===== src/logic/scan_reg_pkg.sv =====
// Purpose: constants shared by the scannable register and its capture FIFO
// Assumes: one clock, CLK_SYS at 250 MHz
// Notes: mode codes are also shown on the LAST_OP port
//
// What this block does
// - A high shift select forces a serial shift on the clock edge, whatever the hold/load select says.
// - With shift select low, hold/load select high holds the contents and low loads all parallel inputs.
// - The register is 8 bits wide, fed by eight parallel inputs and shown on eight outputs.
// - In shift mode the serial input enters the chain and the contents move one place per rising edge.
// - Load, hold and shift all happen on the rising clock edge using the inputs present just before it.
// - A high master reset clears every register bit at once, without the clock, over both selects.
package scan_reg_pkg;

    // ********************************
    // Sizes and timing
    // ********************************
    localparam int REG_WIDTH = 8;
    localparam int CAP_DEPTH = 8;
    localparam int CLK_PERIOD_NS = 4;
    localparam int CLK_FREQ_MHZ = 1000 / CLK_PERIOD_NS;

    // ********************************
    // Reset values and operations
    // ********************************
    localparam logic [REG_WIDTH-1:0] REG_RESET_VALUE = 8'h00;

    typedef enum logic [1:0] {
        OP_LOAD = 2'b00,
        OP_HOLD = 2'b01,
        OP_SHIFT = 2'b10,
        OP_CLEAR = 2'b11
    } op_e;

endpackage : scan_reg_pkg


===== src/logic/scan_reg_fifo.sv =====
// Purpose: capture FIFO for words taken in by parallel loads
// Assumes: single clock, asynchronous active-low reset
// Notes: head word sits in an output register; storage behind it holds DEPTH words
`timescale 1ns/1ns
module scan_reg_fifo #(
    parameter int WIDTH = 8,
    parameter int DEPTH = 8
) (
    // Clock and reset
    input wire logic clk,
    input wire logic rst_n,
    // Fill side
    input wire logic in_valid,
    input wire logic [WIDTH-1:0] in_data,
    output logic in_ready,
    // Drain side
    output logic out_valid,
    output logic [WIDTH-1:0] out_data,
    input wire logic out_ready
);
    localparam int PW = $clog2(DEPTH);

    logic [WIDTH-1:0] mem [DEPTH];
    logic [PW-1:0] wr_ptr, next_wr_ptr;
    logic [PW-1:0] rd_ptr, next_rd_ptr;
    logic [PW:0] count, next_count;
    logic next_in_ready;
    logic next_out_valid;
    logic [WIDTH-1:0] next_out_data;
    logic mem_write;

    // ********************************
    // Next state
    // ********************************
    always_comb begin
        logic push;
        logic head_free;
        push = in_valid && in_ready;
        head_free = !out_valid || out_ready;
        next_wr_ptr = wr_ptr;
        next_rd_ptr = rd_ptr;
        next_count = count;
        next_out_valid = out_valid;
        next_out_data = out_data;
        mem_write = 1'b0;
        if (head_free) begin
            if (count != '0) begin
                next_out_valid = 1'b1;
                next_out_data = mem[rd_ptr];
                next_rd_ptr = PW'(rd_ptr + 1'b1);
                next_count = (PW+1)'(next_count - 1'b1);
            end else if (push) begin
                // Bypass straight to the head when storage is empty
                next_out_valid = 1'b1;
                next_out_data = in_data;
            end else begin
                next_out_valid = 1'b0;
            end
        end
        if (push && !(head_free && count == '0)) begin
            mem_write = 1'b1;
            next_wr_ptr = PW'(wr_ptr + 1'b1);
            next_count = (PW+1)'(next_count + 1'b1);
        end
        // Registered full flag keeps in_ready glitch-free for the source
        next_in_ready = (next_count != (PW+1)'(DEPTH));
    end

    // ********************************
    // Registers
    // ********************************
    always_ff @(posedge clk or negedge rst_n) begin
        if (!rst_n) begin
            wr_ptr <= '0;
            rd_ptr <= '0;
            count <= '0;
            in_ready <= 1'b1;
            out_valid <= 1'b0;
            out_data <= '0;
        end else begin
            wr_ptr <= next_wr_ptr;
            rd_ptr <= next_rd_ptr;
            count <= next_count;
            in_ready <= next_in_ready;
            out_valid <= next_out_valid;
            out_data <= next_out_data;
        end
    end

    always_ff @(posedge clk) begin
        if (mem_write) begin
            mem[wr_ptr] <= in_data;
        end
    end

endmodule : scan_reg_fifo


===== src/logic/scan_reg.sv =====
// Purpose: 8-bit scannable register with load, hold, shift and master clear
// Assumes: all inputs synchronous to CLK_SYS except RST_N and MASTER_RESET
// Notes: every loaded word that finds room is also queued in a capture FIFO for a downstream reader
`timescale 1ns/1ns
module scan_reg
    import scan_reg_pkg::*;
#(
    parameter int WIDTH = scan_reg_pkg::REG_WIDTH,
    parameter int DEPTH = scan_reg_pkg::CAP_DEPTH
) (
    // Clock and resets
    input wire logic CLK_SYS,
    input wire logic RST_N,
    input wire logic MASTER_RESET,
    // Mode selects
    input wire logic SHIFT_SELECT,
    input wire logic HOLD_LOAD_SELECT,
    // Data in
    input wire logic [WIDTH-1:0] PARALLEL_IN,
    input wire logic SERIAL_IN,
    // Register contents
    output logic [WIDTH-1:0] REG_OUT,
    output scan_reg_pkg::op_e LAST_OP,
    // Capture stream
    output logic [WIDTH-1:0] CAP_DATA,
    output logic CAP_VALID,
    input wire logic CAP_READY,
    output logic LOAD_READY,
    output logic CAP_OVERFLOW
);
    import scan_reg_pkg::*;

    logic clear_n;
    op_e op;
    logic [WIDTH-1:0] next_reg_out;
    logic next_overflow;
    logic cap_push;

    // Either reset clears the register at once, with no clock edge needed
    assign clear_n = RST_N & ~MASTER_RESET;

    // ********************************
    // Operation select
    // ********************************
    always_comb begin
        if (MASTER_RESET) begin
            op = OP_CLEAR;
        end else if (SHIFT_SELECT) begin
            op = OP_SHIFT;
        end else if (HOLD_LOAD_SELECT) begin
            op = OP_HOLD;
        end else begin
            op = OP_LOAD;
        end
    end

    // ********************************
    // Register next value
    // ********************************
    always_comb begin
        case (op)
            OP_SHIFT: next_reg_out = {REG_OUT[WIDTH-2:0], SERIAL_IN};
            OP_LOAD: next_reg_out = PARALLEL_IN;
            OP_HOLD: next_reg_out = REG_OUT;
            OP_CLEAR: next_reg_out = REG_RESET_VALUE;
            default: next_reg_out = REG_OUT;
        endcase
        // A load with no room is dropped from the stream, never stalls the register
        cap_push = (op == OP_LOAD);
        next_overflow = CAP_OVERFLOW | (cap_push & ~LOAD_READY);
    end

    always_ff @(posedge CLK_SYS or negedge clear_n) begin
        if (!clear_n) begin
            REG_OUT <= REG_RESET_VALUE;
            LAST_OP <= OP_CLEAR;
        end else begin
            REG_OUT <= next_reg_out;
            LAST_OP <= op;
        end
    end

    always_ff @(posedge CLK_SYS or negedge RST_N) begin
        if (!RST_N) begin
            CAP_OVERFLOW <= 1'b0;
        end else begin
            CAP_OVERFLOW <= next_overflow;
        end
    end

    // ********************************
    // Capture FIFO
    // ********************************
    scan_reg_fifo #(
        .WIDTH(WIDTH),
        .DEPTH(DEPTH)
    ) u_cap_fifo (
        .clk(CLK_SYS),
        .rst_n(RST_N),
        .in_valid(cap_push),
        .in_data(PARALLEL_IN),
        .in_ready(LOAD_READY),
        .out_valid(CAP_VALID),
        .out_data(CAP_DATA),
        .out_ready(CAP_READY)
    );

endmodule : scan_reg


===== config.mk =====
export PLATFORM = sky130hd
export DESIGN_NAME = scan_reg
export DESIGN_NICKNAME = d
export VERILOG_FILES = /design/src/logic/scan_reg_pkg.sv /design/src/logic/scan_reg_fifo.sv /design/src/logic/scan_reg.sv
export SDC_FILE = /design/constraint.sdc
export NUM_CORES = 1
export LEC_CHECK = 0
export ABC_CLOCK_PERIOD_IN_PS = 3100
export BUFFER_PORTS_ARGS = -buffer_cell sky130_fd_sc_hd__buf_2
export CORE_ASPECT_RATIO = 0.9
export CORE_MARGIN = 1.5
export CORE_UTILIZATION = 33
export CTS_BUF_LIST = sky130_fd_sc_hd__clkbuf_4 sky130_fd_sc_hd__clkbuf_8 sky130_fd_sc_hd__clkbuf_16
export DETAILED_ROUTE_END_ITERATION = 6
export PLACE_DENSITY = 0.51
export SLEW_MARGIN = 20
export SYNTH_ARGS = -nofsm -noshare
export SYNTH_HDL_FRONTEND = slang
export SYNTH_SLANG_ARGS = --single-unit

===== constraint.sdc =====
create_clock -name CLK_SYS -period 3.1 [get_ports CLK_SYS]
set_input_delay 0.62 -clock CLK_SYS [delete_from_list [all_inputs] [get_ports CLK_SYS]]
set_output_delay 0.62 -clock CLK_SYS [all_outputs]
set_load 0.1 [all_outputs]

Yosys cells after proc, flatten, opt, wreduce, memory -nomap -nowiden. Memory sizes are Yosys's and may differ from the RTL's. Index checks and enable logic that the tools add are counted.

Flip-flop bits (word level): 31. RAM bits: 64. Bits of input ports: 15. Memories kept: 1.

Memory list: u_cap_fifo.mem (depth 8, width 8, rd ports 1, clocked after Yosys merged registers in 0, write ports 1, line scan_reg_fifo.sv:23) `logic [WIDTH-1:0] mem [DEPTH];`.

Add/subtract/negate cells: 4. Equal/unequal tests: 4. Multiplexer cells: 14. Bitwise operators: 5. Reductions and logical operators: 12.

Operators with widths (number): 8-bit one-hot mux with 3 select lines (1); 8-bit 2-to-1 mux (2); 4-bit 2-to-1 mux (3); 3-bit by 1-bit adder with 3-bit output (second input constant) (2); 1-bit 2-to-1 mux (6); 4-bit by 1-bit adder with 4-bit output (second input constant) (1); 2-bit equality test (second input constant) (2); 4-bit zero test (1); 2-bit 2-to-1 mux (2); 4-bit != test (second input constant) (1); 2-bit AND reduction (2); 4-bit nonzero test (1); 4-bit by 1-bit subtractor with 4-bit output (second input constant) (1); 1-bit logical AND (3); 1-bit AND (2); 2-bit by 1-bit equality test with 1-bit output (second input constant) (1); 1-bit zero test (2); 2-bit zero test (1); 1-bit NOT (2); 2-bit nonzero test (1); 1-bit logical OR (1); 1-bit OR (1).

Logic depth before layout (Yosys ltp). Gate-level depths: netlist (run 1).

Word-level depth: 9. Gate-level depth with buffers: 10. Mapped depth without buffers: 10.

Modules after synthesis. From an unflattened synthesis (run 1), not the netlist that was laid out.

Cells, all modules: 249. Area total of the unflattened synthesis: 3996.3 um2.

Modules (own cells, without submodules): scan_reg_fifo (times used 1, cells an instance 192, area each 3422.0 um2); scan_reg (times used 1, cells an instance 57, area each 574.3 um2).

Worst setup path before layout (run 1). OpenSTA, ideal clock, no wires.

Path kind: input-to-reg. Start point: in SHIFT_SELECT. End point: mem u_cap_fifo.mem[1][0], enable pin. Library setup time: 383 ps. Arrival: 2451 ps. Slack: 266 ps. Stages on the path: 8. Buffers on the path: 1. Cells stage by stage: inv_1 -> a21oi_1 -> ha_1 -> buf_2 -> nand2_1 -> a21oi_1 -> nand2_1 -> nor3_1.

Word-level cells in the longest chain between the ends: 8.

RTL lines: start, declared (line scan_reg.sv:16) `input wire logic SHIFT_SELECT,`; 2-bit 2-to-1 mux (line scan_reg.sv:48) `end else if (SHIFT_SELECT) begin`; 2-bit 2-to-1 mux (line scan_reg.sv:46) `if (MASTER_RESET) begin`; 2-bit zero test (line scan_reg.sv:69) `cap_push = (op == OP_LOAD);`; 1-bit logical AND (line scan_reg_fifo.sv:38) `push = in_valid && in_ready;`; 1-bit logical AND (line scan_reg_fifo.sv:60) `if (push && !(head_free && count == '0)) begin`; 1-bit 2-to-1 mux (line scan_reg_fifo.sv:60); 1-bit 2-to-1 mux (line scan_reg_fifo.sv:91) `if (mem_write) begin`; 1-bit 2-to-1 mux (implied by the code) (line scan_reg_fifo.sv:92) `mem[wr_ptr] <= in_data;`; end, declared (line scan_reg_fifo.sv:23).

No other way between the ends.

Worst setup path after layout (run 1).
Start point: reg u_cap_fifo.count[0]. End point: reg u_cap_fifo.in_ready.

Word-level cells in the longest chain between the ends: 6.

RTL lines: start, declared (line scan_reg_fifo.sv:26) `logic [PW:0] count, next_count;`; start signal, assigned (line scan_reg_fifo.sv:83) `count <= next_count;`; 4-bit by 1-bit subtractor with 4-bit output (tied with other cells) (line scan_reg_fifo.sv:51) `next_count = (PW+1)'(next_count - 1'b1);`; 4-bit 2-to-1 mux or 1-bit logical AND (tied branches) (line scan_reg_fifo.sv:47, scan_reg_fifo.sv:60); 4-bit 2-to-1 mux or 1-bit zero test (tied branches) (line scan_reg_fifo.sv:46, scan_reg_fifo.sv:60); 4-bit by 1-bit adder with 4-bit output or 1-bit logical AND (tied branches) (line scan_reg_fifo.sv:63, scan_reg_fifo.sv:60); 4-bit 2-to-1 mux * (line scan_reg_fifo.sv:60); 4-bit != test * (line scan_reg_fifo.sv:66) `next_in_ready = (next_count != (PW+1)'(DEPTH));`; via u_cap_fifo.next_in_ready (line scan_reg_fifo.sv:27) `logic next_in_ready;`; end signal, assigned (line scan_reg_fifo.sv:84) `in_ready <= next_in_ready;`; end, declared (line scan_reg_fifo.sv:15) `output logic in_ready,`.

Mark *: on every way through the listed nets, which the timed path passes. The rest lies on a longest branch. A chain may end at the register's enable or synchronous reset.

==> results of run 1 <==
-- cells by family (layout without fill, tap and decap cells) --
kind of cell    Yosys count  after routing
flops                    95             95
simple gates             68             68
compound gates           43             43
mux                      25             25
buf+inv                  19             69
xor+xnor                 10             10
fa+ha+maj                 6              6
-- final cells by class --
cell class	count	area (um2)
Clock buffer	9	225
Clock inverter	7	38.8
Fill cell	1140	7250
Inverter	7	26.3
Multi-Input combinational cell	152	1230
Sequential cell	95	2700
Tap cell	160	200
Timing Repair Buffer	46	258
-- layout by cell type (no fill, tap or decap), drive strengths merged --
master    netlist  routed
o211ai          1       1
edfxtp         64      64
nand3b          1       1
buf             8      46
dfrtp          28      28
nor2           13      13
mux4           16      16
nor3b           1       1
dfstp           3       3
a21o            2       2
o21ai          10      10
nor4            2       2
xnor2           9       9
nor2b           3       3
or3             1       1
nand2b          3       3
clkinvlp        0       1
o31ai           1       1
ha              6       6
o22ai           8       8
nor3            5       5
or3b            1       1
inv             7       8
clkbuf          4       9
clkinv          0       5
or4             1       1
mux2i           9       9
a21oi          20      20
nand2          34      34
a2bb2oi         1       1
xor2            1       1
nand3           3       3
-- registers in the layout, summed over array words and instances (netlist names) --
register / cells
LAST_OP: 2
u_cap_fifo.rd_ptr: 3
u_cap_fifo.wr_ptr: 3
u_cap_fifo.mem: 64
REG_OUT: 8
u_cap_fifo.out_valid: 1
u_cap_fifo.count: 4
u_cap_fifo.in_ready: 1
u_cap_fifo.out_data: 8
CAP_OVERFLOW: 1
-- through the flow --
step | power (mW) | std cells | instance area, um2
6_report | 4.37 | 476 | 4680
3_3_place_gp | 3.42 | 460 | 4420
3_5_place_dp | 3.43 | 460 | 4420
5_1_grt | 4.58 | 476 | 4680
4_1_cts | 4.42 | 476 | 4680
2_1_floorplan | 3.08 | 266 | 4010
-- synthesized netlist by cell type, types with 2 or more instances --
cell / number / area (um2)
nand2b_1: 2 / 12.5
nor2b_1: 2 / 12.5
ha_1: 6 / 75.1
dfstp_2: 3 / 78.8
buf_2: 4 / 20.0
a21o_1: 2 / 15.0
o22ai_1: 8 / 50.1
buf_1: 2 / 7.51
nor2_1: 12 / 45.0
a21oi_1: 20 / 100
inv_1: 7 / 26.3
xnor2_1: 8 / 70.1
edfxtp_1: 64 / 1920
nor3_1: 4 / 20.0
mux4_2: 16 / 360
nand2_1: 33 / 124
mux2i_1: 8 / 80.1
o21ai_0: 10 / 50.1
dfrtp_1: 28 / 701
clkbuf_1: 4 / 15.0
nand3_1: 3 / 15.0
-- where the power goes --
| part | switching, mW | internal, mW |
|---|---|---|
| combinational | 1.04 | 0.569 |
| clock | 0.443 | 0.536 |
| sequential | 0.250 | 1.53 |
| total | 1.73 | 2.63 |
-- layer usage --
layer	part of all wire	vias up	wire [um]
met3	0.040	8	334
li1	-	1074	-
met4	0.011	0	91
met5	0	-	0
met2	0.45	45	3750
met1	0.50	1147	4250
-- worst reg2reg max path, cell delays in order, from the launching register on --
cell      delay [ns]
dfrtp_1         0.43
inv_1           0.11
ha_1            0.22
nor3b_2         0.41
nor2_4          0.16
xnor2_2         0.26
inv_1           0.07
ha_1            0.23
xnor2_1         0.13
o31ai_1         0.26
nand3b_1        0.12
-- worst paths after layout --
kind / start / to / slack [ns] / cells past startpoint
min in group CLK_SYS: CAP_OVERFLOW / CAP_OVERFLOW / 0.49 / 1
hold / removal: RST_N / u_cap_fifo.count[1] / 0.27 / 1
setup / recovery: u_cap_fifo.count[0] / u_cap_fifo.in_ready / 0.63 / 10
max in group asynchronous: RST_N / REG_OUT[3] / 1.63 / 2
setup reg to reg: u_cap_fifo.count[0] / u_cap_fifo.in_ready / 0.63 / 10
hold reg to reg: CAP_OVERFLOW / CAP_OVERFLOW / 0.49 / 1
==> results.toml, run 1 <==
[cts]
hold_buffers = 0
path_clk_slew_ns = 0.06
cts_tree = "yes"
cts_setup_buffers = 0
cts_sinks = 95
cts_buffers = 9
cts.htree.levels = 3
cts_root_buf = "clkbuf_16"
post_cts_resized = 0
clockBufferDepth = 2
clk_latency_ns = 0.34

[synthesis]
synth_edf_count = 64
yosys.area_share.adder = 0.0187
ys.flop_type = "edfxtp_1"
synthXorXnorAreaFrac = 0.0237
ys_async_sr_fraction = 0.326
yosys_warnings = 0
synth-compound-area-share = 0.0596
synth_nets = 287
synthCells = 266
ys_seq_area_frac = 0.673
synth.avg_cell_area_um2 = 15.1
synth.area.mux_share = 0.115
synth_simple_gate_area_frac = 0.0876
ys_seq_elements = 95
ys_types = 41
syn_area_um2 = 4010
synth_top_family_by_area = "multiplexers"

[hold_path]
hp-class = "primary input to asynchronous set/reset pin"

[critical_path]
crit_family = "simple AND/OR/NAND/NOR gates"
crit_buf_inv = 2
path_max_fanout = 11
crit_slowest_cell = "dfrtp_1"
cp.required_ns = 3.35
cpPeakStageDelay_ns = 0.43
startpoint_type = "flip-flop"
path_class = "flip-flop to flip-flop"
arrival_ns = 2.73
crit_chain = "inv_1 > ha_1 > nor3b_2 > nor2_4 > xnor2_2 > inv_1 > ha_1 > xnor2_1 > o31ai_1 > nand3b_1"
worstSetupEndpointType = "flip-flop"

[drt]
drt_wl_total_mm = 8.43
antenna_left = 0
via_per_inst = 4.78
drc = 0
wl_per_cell_um = 17.7
drt-initial-drc-count = 142
vias = 2274
dr.pass1.iters = 4

[placed_design]
dp_slack_ns = 0.449
dpl.hpwl_mm = 5.92
gp_congestion = 0.760
port_buffers = 35

[timing]
skew_ns = 0.00543
worst_pin_slew_ns = 0.863
fin_tns_setup_ns = 0
period_needed_ns = 2.47
max_freq_mhz = 404
worst_slack_ns = 0.628
finalSetupViolCount = 0
hold_viol = 0
rsz0062_at_grt = "false"
slew-limit-headroom = 0.425
hold_ws_ns = 0.265
slew_viol_final = 0
min_period_over_period = 0.798

[floorplan]
num_rows = 38
die_area_um2 = 12800
start_util = 0.336
core_um2 = 11900
die_h_um = 108
chipWidth_um = 119
io_pins = 36

[cells_and_area]
fin_nets = 332
drive_above_1_share = 0.288
insertedDiodeCount = 0
syn_to_final_growth_pct = 16.6
final_util = 0.392

[flow_run]
drv_cap = 0

[global_routing]
grtUsageTotal = 0.141
use_met2 = 0.213
grt_overflow = 0
grt_max_degree = 23
grt-busiest-layer = "met2"
grt_pass1_vias = 2323
grt_use_met1 = 0.201
grt_pass1_wl_mm = 13.3
use_met3 = 0.0387
antenna_found_initial = 0

[power]
ir_drop_uv = 327
p_per_area_nw_per_um2 = 933
leakagePower_nw = 1.74

[status]
outcome = "finished, final reports clean"
No activity file was read; power rests on OpenSTA's default activity.
==> run 2: changes to the inputs <==
--- a/config.mk
+++ b/config.mk
@@ -5,14 +5,14 @@
 export SDC_FILE = /design/constraint.sdc
 export NUM_CORES = 1
 export LEC_CHECK = 0
-export ABC_CLOCK_PERIOD_IN_PS = 3100
+export ABC_CLOCK_PERIOD_IN_PS = 2100
 export BUFFER_PORTS_ARGS = -buffer_cell sky130_fd_sc_hd__buf_2
 export CORE_ASPECT_RATIO = 0.9
 export CORE_MARGIN = 1.5
 export CORE_UTILIZATION = 33
 export CTS_BUF_LIST = sky130_fd_sc_hd__clkbuf_4 sky130_fd_sc_hd__clkbuf_8 sky130_fd_sc_hd__clkbuf_16
 export DETAILED_ROUTE_END_ITERATION = 6
-export PLACE_DENSITY = 0.51
+export PLACE_DENSITY = 0.53
 export SLEW_MARGIN = 20
 export SYNTH_ARGS = -nofsm -noshare
 export SYNTH_HDL_FRONTEND = slang
==> constraint.sdc (replaced) <==
create_clock -name CLK_SYS -period 2.1 [get_ports CLK_SYS]
set_input_delay 0.42 -clock CLK_SYS [delete_from_list [all_inputs] [get_ports CLK_SYS]]
set_output_delay 0.42 -clock CLK_SYS [all_outputs]
set_load 0.1 [all_outputs]
==> results.toml, run 2 (synthesis results as in run 1) <==
[cells_and_area]
largest_register_ffs = 64
syn_to_final_growth_pct = 24.0
mostFrequentLayoutCells = "edfxtp_1 (64), buf_2 (35), nand2_1 (31)"
drive_above_1_share = 0.364
fin_nets = 348
insertedDiodeCount = 0
final_common_cell = "edfxtp_1"
largest_register = "u_cap_fifo.mem"
final_area_um2 = 4970
reg_top3 = "u_cap_fifo.mem (64), REG_OUT (8), u_cap_fifo.out_data (8)"

[timing]
slew_viol_final = 0
worst_pin_slew_ns = 0.499
finalSetupViolCount = 0
max_freq_mhz = 511
rsz0062_at_grt = "false"
min_period_over_period = 0.931
slew-limit-headroom = 0.668
skew_ns = 0.00480
worst_slack_ns = 0.144
period_needed_ns = 1.96
hold_viol = 0

[power]
leakagePower_nw = 1.86
ir_drop_uv = 514
p_per_area_nw_per_um2 = 1400
power_mw = 6.94

[cts]
clk_latency_ns = 0.34
cts_tree = "yes"
clockBufferDepth = 2
path_clk_slew_ns = 0.07
cts_root_buf = "clkbuf_16"
cts_buffers = 9
cts.htree.levels = 3
cts_sinks = 95

[floorplan]
num_rows = 38
start_util = 0.336
chipWidth_um = 119
die_h_um = 108
core_um2 = 11900
die_area_um2 = 12800
io_pins = 36

[placed_design]
dpl_cell_area_um2 = 4600
dpl.hpwl_mm = 5.85
dp_slack_ns = -0.0165
gp_congestion = 0.757
port_buffers = 35

[hold_path]
hp-class = "primary input to asynchronous set/reset pin"

[critical_path]
arrival_ns = 1.94
path_class = "flip-flop to flip-flop"
startpoint_type = "flip-flop"
worstSetupEndpointType = "flip-flop"
cp.required_ns = 2.09
path_max_fanout = 8

[drt]
wl_per_cell_um = 16.8
antenna_left = 0
drc = 0
drt-initial-drc-count = 160
drt_wl_total_mm = 8.27
via_per_inst = 4.72
vias = 2321
dr.pass1.iters = 4

[global_routing]
grtUsageTotal = 0.142
grt_max_degree = 19
grt_pass1_vias = 2331
grt_pass1_wl_mm = 13.5
antenna_found_initial = 0
grt_overflow = 0

[flow_run]
drv_cap = 0

[status]
outcome = "finished, final reports clean"
-- run 2: cell types whose count changed in the layout (fill, tap and decap cells not counted), moves of 3 or more --
cell      before  now
buf_12         0    4
buf_4         11   22
clkinv_2       3    0
clkinv_4       0    3
nor2_1        12    9
nor2_2         0    3
-- run 2: worst max-delay path: stages, from the launching register on --
cell and delay (ns):
dfrtp_1 0.36, inv_2 0.06, ha_4 0.15, nor3b_4 0.15, buf_4 0.17, a21oi_4 0.15
nand2_2 0.13, nor3_4 0.42
-- run 2: power by group --
part	switching (mW)	total, mW	internal [mW]
logic	1.74	2.80	1.05
clock network	0.674	1.63	0.961
registers	0.248	2.51	2.26
-- run 2: path summary, 6_finish.rpt --
| path | from | endpoint | slack, ns | cells past startpoint |
|---|---|---|---|---|
| max reg2reg | u_cap_fifo.count[0] | u_cap_fifo.mem[1][2] | 0.14 | 7 |
| max | u_cap_fifo.count[0] | u_cap_fifo.mem[1][2] | 0.14 | 7 |
| min reg2reg | CAP_OVERFLOW | CAP_OVERFLOW | 0.47 | 1 |
| max in group asynchronous | RST_N | LAST_OP[0] | 1.05 | 4 |
| min | MASTER_RESET | REG_OUT[2] | 0.14 | 3 |
| min in group CLK_SYS | HOLD_LOAD_SELECT | LAST_OP[0] | 0.34 | 3 |
-- run 2: layer usage --
| metal | wire length (um) | global-route usage | vias to the layer above |
|---|---|---|---|
| met5 | 0 | 0 | - |
| met4 | 129 | 0.0516 | 0 |
| met3 | 280 | 0.0334 | 11 |
| met2 | 3530 | 0.201 | 44 |
| met1 | 4330 | 0.213 | 1147 |
| li1 | - | - | 1119 |
-- run 2: area by class of cell --
cell class | instances | area (um2)
timing repair buffer | 62 | 430
multi-input combinational | 152 | 1300
clock inverter | 6 | 68.8
inverter | 7 | 26.3
sequential | 95 | 2710
fill | 1092 | 6960
clock buffer | 10 | 239
tap | 160 | 200
-- run 2: repair_timing --
item,4_1_cts,5_1_grt
hold buffers,1,0
setup endpoints to repair,0,15
gates resized for setup,0,10
hold endpoints to repair,5,0
buffers inserted,0,2
-- run 2: metrics by stage --
stage | cells | utilization | TNS (ns) | hold slack, ns
2_1_floorplan | 266 | - | -7.51 | 0.124
3_3_place_gp | 473 | 0.386 | 0 | 0.275
3_5_place_dp | 473 | 0.386 | -0.131 | 0.282
4_1_cts | 490 | 0.412 | 0 | 0.132
5_1_grt | 492 | 0.417 | 0 | 0.152
6_report | 492 | 0.417 | 0 | 0.141
